**src/core/sdct_pkg.sv**
```systemverilog
// Constants, command codes and types shared by the command timing controller.
package sdct_pkg;

  localparam int CLK_NS = 50;

  // Least times round up, longest times round down, never below one cycle.
  function automatic int cyc_min(input int ns);
    cyc_min = (ns + CLK_NS - 1) / CLK_NS;
    if (cyc_min < 1) cyc_min = 1;
  endfunction : cyc_min

  function automatic int cyc_max(input int ns);
    cyc_max = ns / CLK_NS;
    if (cyc_max < 1) cyc_max = 1;
  endfunction : cyc_max

  localparam int T_RC_NS      = 60;
  localparam int T_RAS_MIN_NS = 42;
  localparam int T_RAS_MAX_NS = 100000;
  localparam int T_RCD_COM_NS = 15;
  localparam int T_RCD_EXT_NS = 18;
  localparam int T_RP_COM_NS  = 15;
  localparam int T_RP_EXT_NS  = 18;
  localparam int T_XSR_NS     = 72;
  localparam int T_REF_COM_NS = 64000000;
  localparam int T_REF_HOT_NS = 16000000;
  localparam int REF_ROWS     = 8192;

  localparam int RC_CYC      = cyc_min(T_RC_NS);
  localparam int RAS_MIN_CYC = cyc_min(T_RAS_MIN_NS);
  localparam int RAS_MAX_CYC = cyc_max(T_RAS_MAX_NS);
  localparam int XSR_CYC     = cyc_min(T_XSR_NS);
  localparam int RRD_CYC     = 2;
  localparam int MRD_CYC     = 2;
  localparam int REF_COM_CYC = cyc_max(T_REF_COM_NS / REF_ROWS);
  localparam int REF_HOT_CYC = cyc_max(T_REF_HOT_NS / REF_ROWS);
  // Forced precharge is issued this many cycles ahead of the row limit.
  localparam int RAS_GUARD   = 8;

  localparam int TW         = 12;
  localparam int REF_W      = 8;
  localparam int BANK_W     = 2;
  localparam int NBANK      = 4;
  localparam int ADDR_W     = 13;
  localparam int ADDR_AP_BIT = 10;

  // Pin command codes: chip select, row strobe, column strobe, write enable.
  typedef logic [3:0] sdct_cmd_t;
  localparam sdct_cmd_t CMD_NOP = 4'h7;
  localparam sdct_cmd_t CMD_ACT = 4'h3;
  localparam sdct_cmd_t CMD_RD  = 4'h5;
  localparam sdct_cmd_t CMD_WR  = 4'h4;
  localparam sdct_cmd_t CMD_PRE = 4'h2;
  localparam sdct_cmd_t CMD_REF = 4'h1;
  localparam sdct_cmd_t CMD_MRS = 4'h0;

  typedef enum logic [3:0] {
    REQ_NOP = 4'h0,
    REQ_ACT = 4'h1,
    REQ_RD  = 4'h2,
    REQ_WR  = 4'h3,
    REQ_PRE = 4'h4,
    REQ_MRS = 4'h5,
    REQ_PDN = 4'h6,
    REQ_PUP = 4'h7,
    REQ_SRE = 4'h8,
    REQ_SRX = 4'h9
  } sdct_req_e;

  typedef enum logic [4:0] {
    ST_RUN = 5'h01,
    ST_PD  = 5'h02,
    ST_PDX = 5'h04,
    ST_SR  = 5'h08,
    ST_SRX = 5'h10
  } sdct_state_e;

endpackage : sdct_pkg

```
**src/core/sdct_bank_if.sv**
```systemverilog
// Per-bank event and permission signals between controller and bank timer.
`timescale 1ns/1ps
`default_nettype none
interface sdct_bank_if;
  logic act;
  logic pre;
  logic rw;
  logic act_ok;
  logic rw_ok;
  logic pre_ok;
  logic is_open;
  logic ras_due;
  modport timer (input act, pre, rw,
                 output act_ok, rw_ok, pre_ok, is_open, ras_due);
  modport ctrl  (output act, pre, rw,
                 input act_ok, rw_ok, pre_ok, is_open, ras_due);
endinterface : sdct_bank_if
`default_nettype wire

```
**src/core/sdct_bank_timer.sv**
```systemverilog
// Row timers of one bank: open state and its down-counters.
`timescale 1ns/1ps
`default_nettype none
module sdct_bank_timer #(
  parameter bit EXT_GRADE = 1'b0
) (
  // Clock and reset.
  input wire logic    mclk,
  input wire logic    reset,
  // Controller side.
  sdct_bank_if.timer  bif
);
  import sdct_pkg::*;

  localparam int RCD_CYC = cyc_min(EXT_GRADE ? T_RCD_EXT_NS : T_RCD_COM_NS);
  localparam int RP_CYC  = cyc_min(EXT_GRADE ? T_RP_EXT_NS : T_RP_COM_NS);

  if (RCD_CYC > 4 || RP_CYC > 4 || RAS_MIN_CYC > 4 ||
      RAS_MAX_CYC - RAS_GUARD >= 2 ** TW || RAS_MAX_CYC <= RAS_GUARD) begin : g_chk
    $error("bank timer counters cannot hold the clock rate");
  end

  typedef struct packed {
    logic          open;
    logic [1:0]    rcd;
    logic [1:0]    ras_min;
    logic [TW-1:0] ras_max;
    logic [1:0]    rp;
  } sdct_bank_s;

  sdct_bank_s q;
  sdct_bank_s d;

  always_comb begin
    d = q;
    if (q.rcd != 2'h0) d.rcd = q.rcd - 2'h1;
    if (q.ras_min != 2'h0) d.ras_min = q.ras_min - 2'h1;
    if (q.ras_max != '0) d.ras_max = q.ras_max - TW'(1);
    if (q.rp != 2'h0) d.rp = q.rp - 2'h1;
    if (bif.act) begin
      d.open    = 1'b1;
      d.rcd     = 2'(RCD_CYC - 1);                     // RULE_03 RULE_15
      d.ras_min = 2'(RAS_MIN_CYC - 1);                 // RULE_02 RULE_15
      d.ras_max = TW'(RAS_MAX_CYC - RAS_GUARD);        // RULE_02
    end
    if (bif.pre) begin
      d.open = 1'b0;
      d.rp   = 2'(RP_CYC - 1);                         // RULE_04 RULE_15
    end
  end

  always_ff @(posedge mclk) begin
    if (reset) q <= '0;
    else q <= d;
  end

  assign bif.is_open = q.open;
  assign bif.act_ok  = !q.open && q.rp == 2'h0;        // RULE_04
  assign bif.rw_ok   = q.open && q.rcd == 2'h0;        // RULE_03
  assign bif.pre_ok  = q.ras_min == 2'h0;              // RULE_02
  assign bif.ras_due = q.open && q.ras_max == '0;      // RULE_02

  // Cycles the row has stayed open, watched against the row limit.
  logic [TW:0] open_age;
  always_ff @(posedge mclk) begin
    if (reset || !q.open) open_age <= '0;
    else if (open_age != '1) open_age <= open_age + 1'b1;
  end
endmodule : sdct_bank_timer
`default_nettype wire

```
**src/core/sdct_ctrl.sv**
```systemverilog
// Host-side command timing controller that drives the memory pins.
// Operation
// RULE_01: Activate or refresh commands spaced at least 60 ns apart.
// RULE_02: Precharge no sooner than 42 ns, no later than 100000 ns.
// RULE_03: Read or write at least 15 ns, extended 18 ns, after activate.
// RULE_04: Activate at least 15 ns, extended 18 ns, after precharge.
// RULE_05: Activates to different banks at least two cycles apart.
// RULE_06: Two cycles pass after a mode register set.
// RULE_07: At least 72 ns from self refresh exit to activate.
// RULE_08: 8K refreshes per 64 ms, per 16 ms when hot; the hot rate is used only when EXT_GRADE is set.
// RULE_09: Power-down is entered by driving clock enable low.
// RULE_10: In power-down the device ignores command and data pins.
// RULE_11: First edge after clock enable rises carries a no-operation.
// RULE_12: Refresh interval is still met during power-down.
// RULE_13: Power-down during a burst becomes clock suspend instead.
// RULE_14: Device decodes using clock enable now and one cycle before.
// RULE_15: Nanosecond minimums round up into per-bank down-counters.
// RULE_16: Refresh is scheduled evenly by a periodic counter.
`timescale 1ns/1ps
`default_nettype none
module sdct_ctrl #(
  parameter bit EXT_GRADE = 1'b0
) (
  // Clock and reset.
  input  wire logic                       mclk,
  input  wire logic                       reset,
  // Command requests.
  input  wire logic                       req_valid,
  input  wire sdct_pkg::sdct_req_e        req_cmd,
  input  wire logic [sdct_pkg::BANK_W-1:0] req_bank,
  input  wire logic [sdct_pkg::ADDR_W-1:0] req_addr,
  output logic                            req_ready,
  // Temperature above the commercial limit, asynchronous.
  input  wire logic                       hot,
  // Memory pins.
  output logic                            sd_cke,
  output logic                            sd_cs_n,
  output logic                            sd_ras_n,
  output logic                            sd_cas_n,
  output logic                            sd_we_n,
  output logic [sdct_pkg::BANK_W-1:0]     sd_ba,
  output logic [sdct_pkg::ADDR_W-1:0]     sd_addr,
  // Status.
  output logic                            in_pd,
  output logic                            in_sr
);
  import sdct_pkg::*;

  if (RC_CYC > 4 || XSR_CYC > 4 || REF_COM_CYC >= 2 ** REF_W ||
      REF_HOT_CYC < 1) begin : g_chk
    $error("controller counters cannot hold the clock rate");
  end

  typedef struct packed {
    sdct_state_e          state;
    logic                 hold_v;
    sdct_req_e            hold_cmd;
    logic [BANK_W-1:0]    hold_bank;
    logic [ADDR_W-1:0]    hold_addr;
    logic                 ready;
    logic                 cke;
    sdct_cmd_t            cmd;
    logic [BANK_W-1:0]    ba;
    logic [ADDR_W-1:0]    addr;
    logic [1:0]           rc;
    logic [1:0]           rrd;
    logic [1:0]           mrd;
    logic [1:0]           xsr;
    logic [REF_W-1:0]     ref_cnt;
    logic                 ref_pend;
    logic                 pd_resume;
    logic                 hot_s1;
    logic                 hot_s2;
  } sdct_ctrl_s;

  sdct_ctrl_s       q;
  sdct_ctrl_s       d;
  logic [NBANK-1:0] act_v, pre_v, rw_v;
  logic [NBANK-1:0] act_ok_v, rw_ok_v, pre_ok_v, open_v, due_v;

  sdct_bank_if bif [NBANK] ();

  for (genvar g = 0; g < NBANK; g++) begin : g_bank
    assign bif[g].act  = act_v[g];
    assign bif[g].pre  = pre_v[g];
    assign bif[g].rw   = rw_v[g];
    assign act_ok_v[g] = bif[g].act_ok;
    assign rw_ok_v[g]  = bif[g].rw_ok;
    assign pre_ok_v[g] = bif[g].pre_ok;
    assign open_v[g]   = bif[g].is_open;
    assign due_v[g]    = bif[g].ras_due;
    sdct_bank_timer #(.EXT_GRADE(EXT_GRADE)) u_timer (
      .mclk  (mclk),
      .reset (reset),
      .bif   (bif[g])
    );
  end

  logic all_idle;
  logic pall_ok;
  logic [REF_W-1:0] ref_load;
  assign all_idle = open_v == '0 && act_ok_v == '1 && q.rc == 2'h0;
  assign pall_ok  = (pre_ok_v | ~open_v) == '1;
  assign ref_load = (EXT_GRADE && q.hot_s2) ? REF_W'(REF_HOT_CYC - 1)
                                            : REF_W'(REF_COM_CYC - 1);

  always_comb begin
    d = q;
    act_v = '0;
    pre_v = '0;
    rw_v  = '0;
    d.hot_s1 = hot;
    d.hot_s2 = q.hot_s1;
    d.cmd = CMD_NOP;
    d.cke = 1'b1;
    if (q.rc != 2'h0) d.rc = q.rc - 2'h1;
    if (q.rrd != 2'h0) d.rrd = q.rrd - 2'h1;
    if (q.mrd != 2'h0) d.mrd = q.mrd - 2'h1;
    if (q.xsr != 2'h0) d.xsr = q.xsr - 2'h1;
    // Periodic refresh tick; outside self refresh a tick wins over a clear in the same cycle.
    if (q.ref_cnt == '0) d.ref_cnt = ref_load;             // RULE_16 RULE_08
    else d.ref_cnt = q.ref_cnt - REF_W'(1);
    if (!q.hold_v && req_valid && q.ready) begin
      d.hold_v    = 1'b1;
      d.hold_cmd  = req_cmd;
      d.hold_bank = req_bank;
      d.hold_addr = req_addr;
    end
    case (q.state)
      ST_RUN: begin
        if (q.mrd != 2'h0) begin
          d.cmd = CMD_NOP;                                  // RULE_06
        end else if ((q.ref_pend || due_v != '0) && open_v != '0) begin
          if (pall_ok) begin
            d.cmd = CMD_PRE;                                // RULE_02
            d.addr[ADDR_AP_BIT] = 1'b1;
            pre_v = open_v;
          end
        end else if (q.ref_pend) begin
          if (all_idle) begin
            d.cmd = CMD_REF;                                // RULE_01 RULE_08
            d.rc = 2'(RC_CYC - 1);
            d.ref_pend = 1'b0;
          end
        end else if (q.pd_resume) begin
          d.cke = 1'b0;                                     // RULE_12
          d.pd_resume = 1'b0;
          d.state = ST_PD;
        end else if (q.hold_v) begin
          d.hold_v = 1'b0;
          d.ba = q.hold_bank;
          d.addr = q.hold_addr;
          case (q.hold_cmd)
            REQ_ACT: begin
              if (act_ok_v[q.hold_bank] && q.rc == 2'h0 && q.rrd == 2'h0
                  && q.xsr == 2'h0) begin
                d.cmd = CMD_ACT;                            // RULE_01 RULE_05
                d.rc  = 2'(RC_CYC - 1);
                d.rrd = 2'(RRD_CYC - 1);                    // RULE_05
                act_v[q.hold_bank] = 1'b1;
              end else d.hold_v = 1'b1;
            end
            REQ_RD, REQ_WR: begin
              if (rw_ok_v[q.hold_bank]) begin
                d.cmd = (q.hold_cmd == REQ_RD) ? CMD_RD : CMD_WR; // RULE_03
                d.addr[ADDR_AP_BIT] = 1'b0;
                rw_v[q.hold_bank] = 1'b1;
              end else d.hold_v = open_v[q.hold_bank];
            end
            REQ_PRE: begin
              if (pre_ok_v[q.hold_bank]) begin
                d.cmd = CMD_PRE;                            // RULE_02
                d.addr[ADDR_AP_BIT] = 1'b0;
                pre_v[q.hold_bank] = open_v[q.hold_bank];
              end else d.hold_v = 1'b1;
            end
            REQ_MRS: begin
              if (all_idle) begin
                d.cmd = CMD_MRS;
                d.mrd = 2'(MRD_CYC - 1);                    // RULE_06
              end else d.hold_v = 1'b1;
            end
            REQ_PDN: begin
              if (q.ref_cnt != '0) begin
                d.cke = 1'b0;                               // RULE_09 RULE_13
                d.state = ST_PD;
              end else d.hold_v = 1'b1;
            end
            REQ_SRE: begin
              if (all_idle) begin
                d.cmd = CMD_REF;                            // RULE_01
                d.rc = 2'(RC_CYC - 1);
                d.cke = 1'b0;
                d.state = ST_SR;
              end else d.hold_v = 1'b1;
            end
            default: d.cmd = CMD_NOP;
          endcase
        end
      end
      ST_PD: begin
        d.cke = 1'b0;                                       // RULE_10
        if (q.hold_v) d.hold_v = 1'b0;
        if (q.ref_pend || (q.hold_v && q.hold_cmd == REQ_PUP)) begin
          d.cke = 1'b1;                                     // RULE_12 RULE_14
          d.pd_resume = !(q.hold_v && q.hold_cmd == REQ_PUP);
          d.state = ST_PDX;
        end
      end
      ST_PDX: begin
        d.cmd = CMD_NOP;                                    // RULE_11
        d.state = ST_RUN;
      end
      ST_SR: begin
        d.cke = 1'b0;
        d.ref_pend = 1'b0;
        d.ref_cnt = ref_load;
        if (q.hold_v) d.hold_v = 1'b0;
        if (q.hold_v && q.hold_cmd == REQ_SRX) begin
          d.cke = 1'b1;                                     // RULE_14
          d.xsr = 2'(XSR_CYC - 1);                          // RULE_07
          d.state = ST_SRX;
        end
      end
      ST_SRX: begin
        d.cmd = CMD_NOP;                                    // RULE_11
        if (q.xsr == 2'h0) d.state = ST_RUN;                // RULE_07
      end
      default: d.state = ST_RUN;
    endcase
    if (q.ref_cnt == '0 && q.state != ST_SR) d.ref_pend = 1'b1; // RULE_12
    d.ready = !d.hold_v;
  end

  always_ff @(posedge mclk) begin
    if (reset) begin
      q <= '0;
      q.state <= ST_RUN;
      q.hold_cmd <= REQ_NOP;
      q.cke <= 1'b1;
      q.cmd <= CMD_NOP;
      q.ready <= 1'b1;
      q.ref_cnt <= REF_W'(REF_COM_CYC - 1);
    end else begin
      q <= d;
    end
  end

  assign req_ready = q.ready;
  assign sd_cke    = q.cke;
  assign {sd_cs_n, sd_ras_n, sd_cas_n, sd_we_n} = q.cmd;
  assign sd_ba     = q.ba;
  assign sd_addr   = q.addr;
  // One-hot state bits drive the status pins straight from the register.
  assign in_pd     = q.state[1];
  assign in_sr     = q.state[3];

  // Cycles since the last refresh, outside self refresh.
  logic [REF_W+1:0] since_ref;
  always_ff @(posedge mclk) begin
    if (reset || q.cmd == CMD_REF || q.state == ST_SR) since_ref <= '0;
    else if (since_ref != '1) since_ref <= since_ref + 1'b1;
  end
endmodule : sdct_ctrl
`default_nettype wire

```
**config.mk**
```make
export PLATFORM = sky130hd
export DESIGN_NAME = sdct_ctrl
export DESIGN_NICKNAME = d
export VERILOG_FILES = /design/src/core/sdct_pkg.sv /design/src/core/sdct_bank_if.sv /design/src/core/sdct_bank_timer.sv /design/src/core/sdct_ctrl.sv
export SDC_FILE = /design/constraint.sdc
export NUM_CORES = 1
export LEC_CHECK = 0
export ABC_AREA = 0
export BUFFER_PORTS_ARGS = -buffer_cell sky130_fd_sc_hd__buf_2
export CORE_AREA = 2 2 115 117
export DETAILED_ROUTE_END_ITERATION = 8
export DIE_AREA = 0 0 117 119
export GPL_TIMING_DRIVEN = 0
export PLACE_DENSITY = 0.76
export SLEW_MARGIN = 40
export SYNTH_ARGS = -nofsm -noshare
export SYNTH_HDL_FRONTEND = slang
export SYNTH_SLANG_ARGS = --single-unit
```
**constraint.sdc**
```tcl
create_clock -name mclk -period 2.4 [get_ports mclk]
set_clock_uncertainty 0.1 [all_clocks]
set_input_delay 0.24 -clock mclk [delete_from_list [all_inputs] [get_ports mclk]]
set_output_delay 0.24 -clock mclk [all_outputs]
set_load 0.02 [all_outputs]
```
==> results.sh <==
export IMPL_finalSetupViolations=0
export IMPL_dpl_hpwl_um=11200
export IMPL_power_frac_clock_pct=28.5
export IMPL_async_flop_share_pct=0
export IMPL_drc=0
export IMPL_synth_xor_area_share_pct=6.40
export IMPL_start_util_pct=53.1
export IMPL_cts_tree="built"
export IMPL_yosysUniqueCellTypes=75
export IMPL_clk_latency_ps=430
export IMPL_hp_class="in2reg"
export IMPL_clk_pin_slew_ps=60
export IMPL_mostFrequentLayoutCells="135 x dfxtp_1, 106 x nand2_1, 91 x a21oi_1"
export IMPL_r2r_setup_slack_ps=50
export IMPL_p_sw_share_pct=34.6
export IMPL_final_min_clock_period_ps=2350
export IMPL_die_y_um=119
export IMPL_syn_num_nets=857
export IMPL_whs_ps=95.4
export IMPL_num_rows=42
export IMPL_drive_gt1_share_pct=20.0
export IMPL_yosys_area_share_adder_pct=3.47
export IMPL_wl_met3_um=1020
export IMPL_met2_length_um=7790
export IMPL_wl_per_cell_um=15.0
export IMPL_ios=46
export IMPL_drv_slew=0
export IMPL_rsz0062_at_grt="yes"
export IMPL_die_x_um=117
export IMPL_cts_buffers=17
export IMPL_gp_congestion=0.938
export IMPL_antenna_left=0
export IMPL_synth_edff_count=0
export IMPL_r2r_start="q[54]$_SDFFE_PP0P_"
export IMPL_synth_area_per_cell_um2=8.39
export IMPL_p_leak_nw=3.33
export IMPL_yosys_warnings=0
export IMPL_max_cap_violations=0
export IMPL_crit_path_top_delay_cell="mux4_2"
export IMPL_cts_max_level=4
export IMPL_reg2reg_to="sd_we_n$_SDFF_PP1_"
export IMPL_port_buffers=43
export IMPL_clock_sinks=139
export IMPL_top_layer="met4"
export IMPL_cp_startpoint="q[54]$_SDFFE_PP0P_"
export IMPL_num_fill_cells=1048
export IMPL_synth_top_family_by_area="simple AND/OR/NAND/NOR gates"
export IMPL_final_nets=952
export IMPL_crit_fanout=10
export IMPL_track_usage_pct=25.0
export IMPL_final_common_cell="dfxtp_1"
export IMPL_pwr_share_comb_pct=36.4
export IMPL_power_density_nw_per_um2=1090
export IMPL_antenna_found_initial=0
export IMPL_first_pass_iters=5
export IMPL_grt_pass1_vias=5734
export IMPL_clock_root_buffer="clkbuf_16"
export IMPL_slowest_delay_ps=620
export IMPL_ctsLongestPathBuffers=2
export IMPL_fmax_mhz=426
export IMPL_placed_area_um2=7290
export IMPL_syn_area_um2=6840
export IMPL_avgViaCountPerCell=5.50
export IMPL_cp_required_ps=2630
export IMPL_wl_um=16400
export IMPL_synth_compound_area_share_pct=14.6
export IMPL_start_kind="flip-flop"
export IMPL_synth_seq_cells=139
export IMPL_relSlewSlack_pct=51.1
export IMPL_synth_mux_area_share_pct=1.39
export IMPL_fin_crit_sh_pct=97.9
export IMPL_diodes=0
export IMPL_dieArea_um2=13900
export IMPL_status="finished clean"
export IMPL_peakVddDrop_mv=0.538
export IMPL_overflow=0
export IMPL_synth_cells=815
export IMPL_yosys_most_used_dff="dfxtp_1"
export IMPL_core_area_um2=12900
export IMPL_p_switching_mw=3.19
export IMPL_hold_viol=0
export IMPL_regArea_um2=2790
export IMPL_power_frac_seq_pct=35.1
export IMPL_grt_pass1_wl_um=27200
export IMPL_synth_simple_gate_area_share_pct=26.7
export IMPL_ys_seq_area_share_pct=40.7
export IMPL_crit_end="sd_we_n$_SDFF_PP1_"
export IMPL_tightestPinTransition_ps=734
export IMPL_multi_input_area_um2=3820
export IMPL_design_area_um2=8440
export IMPL_r2r_cells=7
export IMPL_cp_end_kind="flip-flop"
export IMPL_arrival_ps=2580
export IMPL_worst_setup_path_type="reg2reg"
export IMPL_area_growth_syn_to_layout_pct=23.4
export IMPL_p_int_mw=6.02
export IMPL_met1_length_um=7080
export IMPL_crit_chain="buf_2 -> mux4_2 -> o21ai_0 -> a21oi_1 -> nor2_1 -> nor3_1 -> a32oi_1"
export IMPL_num_vias=6036
export IMPL_drt_iter0_drc=305
export IMPL_grt_max_degree=17
final cells by class:
class                           count  area share [%]
Multi-Input combinational cell    581            45.2
Sequential cell                   139            33.0
Timing Repair Buffer               80            6.55
Clock buffer                       22            5.73
Buffer                             48            3.62
Tap cell                          176            2.61
Inverter                           43            1.91
Clock inverter                      9            1.33
cell families (layout without fill, tap and decap cells):
kind of cell    after synthesis  count (layout)
compound gates              152             152
xor+xnor                     50              50
fa+ha+maj                    19              19
buf+inv                      95             202
flops                       139             139
mux                           7               7
other cells                   1               1
simple gates                352             352
critical path, delay by kind of cell (launching register included):
| family | cells | cell delay, ps |
|---|---|---|
| simple gates | 2 | 160 |
| buf+inv | 1 | 340 |
| flops | 1 | 470 |
| compound gates | 3 | 570 |
| mux | 1 | 620 |
worst min path at each step:
stage,depth (start not counted),slack (ps),endpoint,startpoint
4_1_cts,3,110,sd_cas_n$_SDFF_PP1_,reset
6_report,3,100,sd_cas_n$_SDFF_PP1_,reset
3_5_place_dp,1,290,q[4]$_SDFF_PP1_,q[4]$_SDFF_PP1_
3_3_place_gp,1,280,q[4]$_SDFF_PP1_,q[4]$_SDFF_PP1_
5_1_grt,3,100,sd_cas_n$_SDFF_PP1_,reset
2_1_floorplan,1,270,q[4]$_SDFF_PP1_,q[4]$_SDFF_PP1_
metrics by stage:
stage	power [mW]	setup slack [ps]	utilization, %	setup TNS (ps)	std cells
3_5_place_dp	6.22	-219	56.6	-5740	1034
3_3_place_gp	6.12	-462	56.5	-13880	1034
4_1_cts	9.04	2.05	64.2	0	1092
6_report	9.21	51.0	65.6	0	1098
5_1_grt	9.86	-15.1	65.6	-22.2	1098
2_1_floorplan	5.63	104	-	0	815
state kept, by name, summed over array words and instances (netlist names):
name and cells:
g_bank.u_timer.q 72, q 41, sd_addr 13, g_bank.u_timer.bif.is_open 4
sd_ba 2, in_pd 1, in_sr 1, req_ready 1
sd_cas_n 1, sd_cke 1, sd_ras_n 1, sd_we_n 1
synth_stat cells (all sizes together) (3+ instances only):
cell,count,area [um2]
and2,8,52.6
a31oi,3,18.8
and3,4,25.0
nor4b,5,71.3
nor3,64,320
nor4,16,170
nand2b,18,113
xor2,28,245
buf,29,213
inv,43,161
xnor2,22,193
a21oi,93,477
and4,4,35.0
nor3b,7,57.6
clkbuf,23,86.3
a2111oi,3,70.1
mux2i,5,50.1
nand3,17,85.1
a211oi,4,30.0
a221o,3,30.0
nand4,8,50.1
o211ai,6,50.1
dfxtp,139,2780
nor2b,9,56.3
or4,5,41.3
or3,7,43.8
nand2,107,402
ha,19,238
o21ai,13,68.8
nor2,66,248
timing repair:
action                                  4_1_cts  5_1_grt
gates cloned                                  0        0
hold buffers                                 19        0
gates resized for setup                      23       43
pin swaps                                     9       10
endpoints found under the hold margin        19        0
setup buffers                                10        8
endpoints found under the setup margin       63       83
power groups by stage:
stage	clock [mW]	sequential [mW]	combinational, mW
global route	2.76	3.29	3.81
floorplan	0	3.15	2.49
finish	2.63	3.23	3.35
CTS	2.66	3.20	3.18
detailed placement	0	3.21	3.00
global placement	0	3.20	2.92
routing by layer:
metal  vias to the layer above  track usage (%)
li1                       3015                -
met1                      2798             31.7
met2                       180             40.2
met3                        43             5.55
met4                         0             11.8
met5                         -                0
Note: power is estimated with default switching activity, not from simulation.
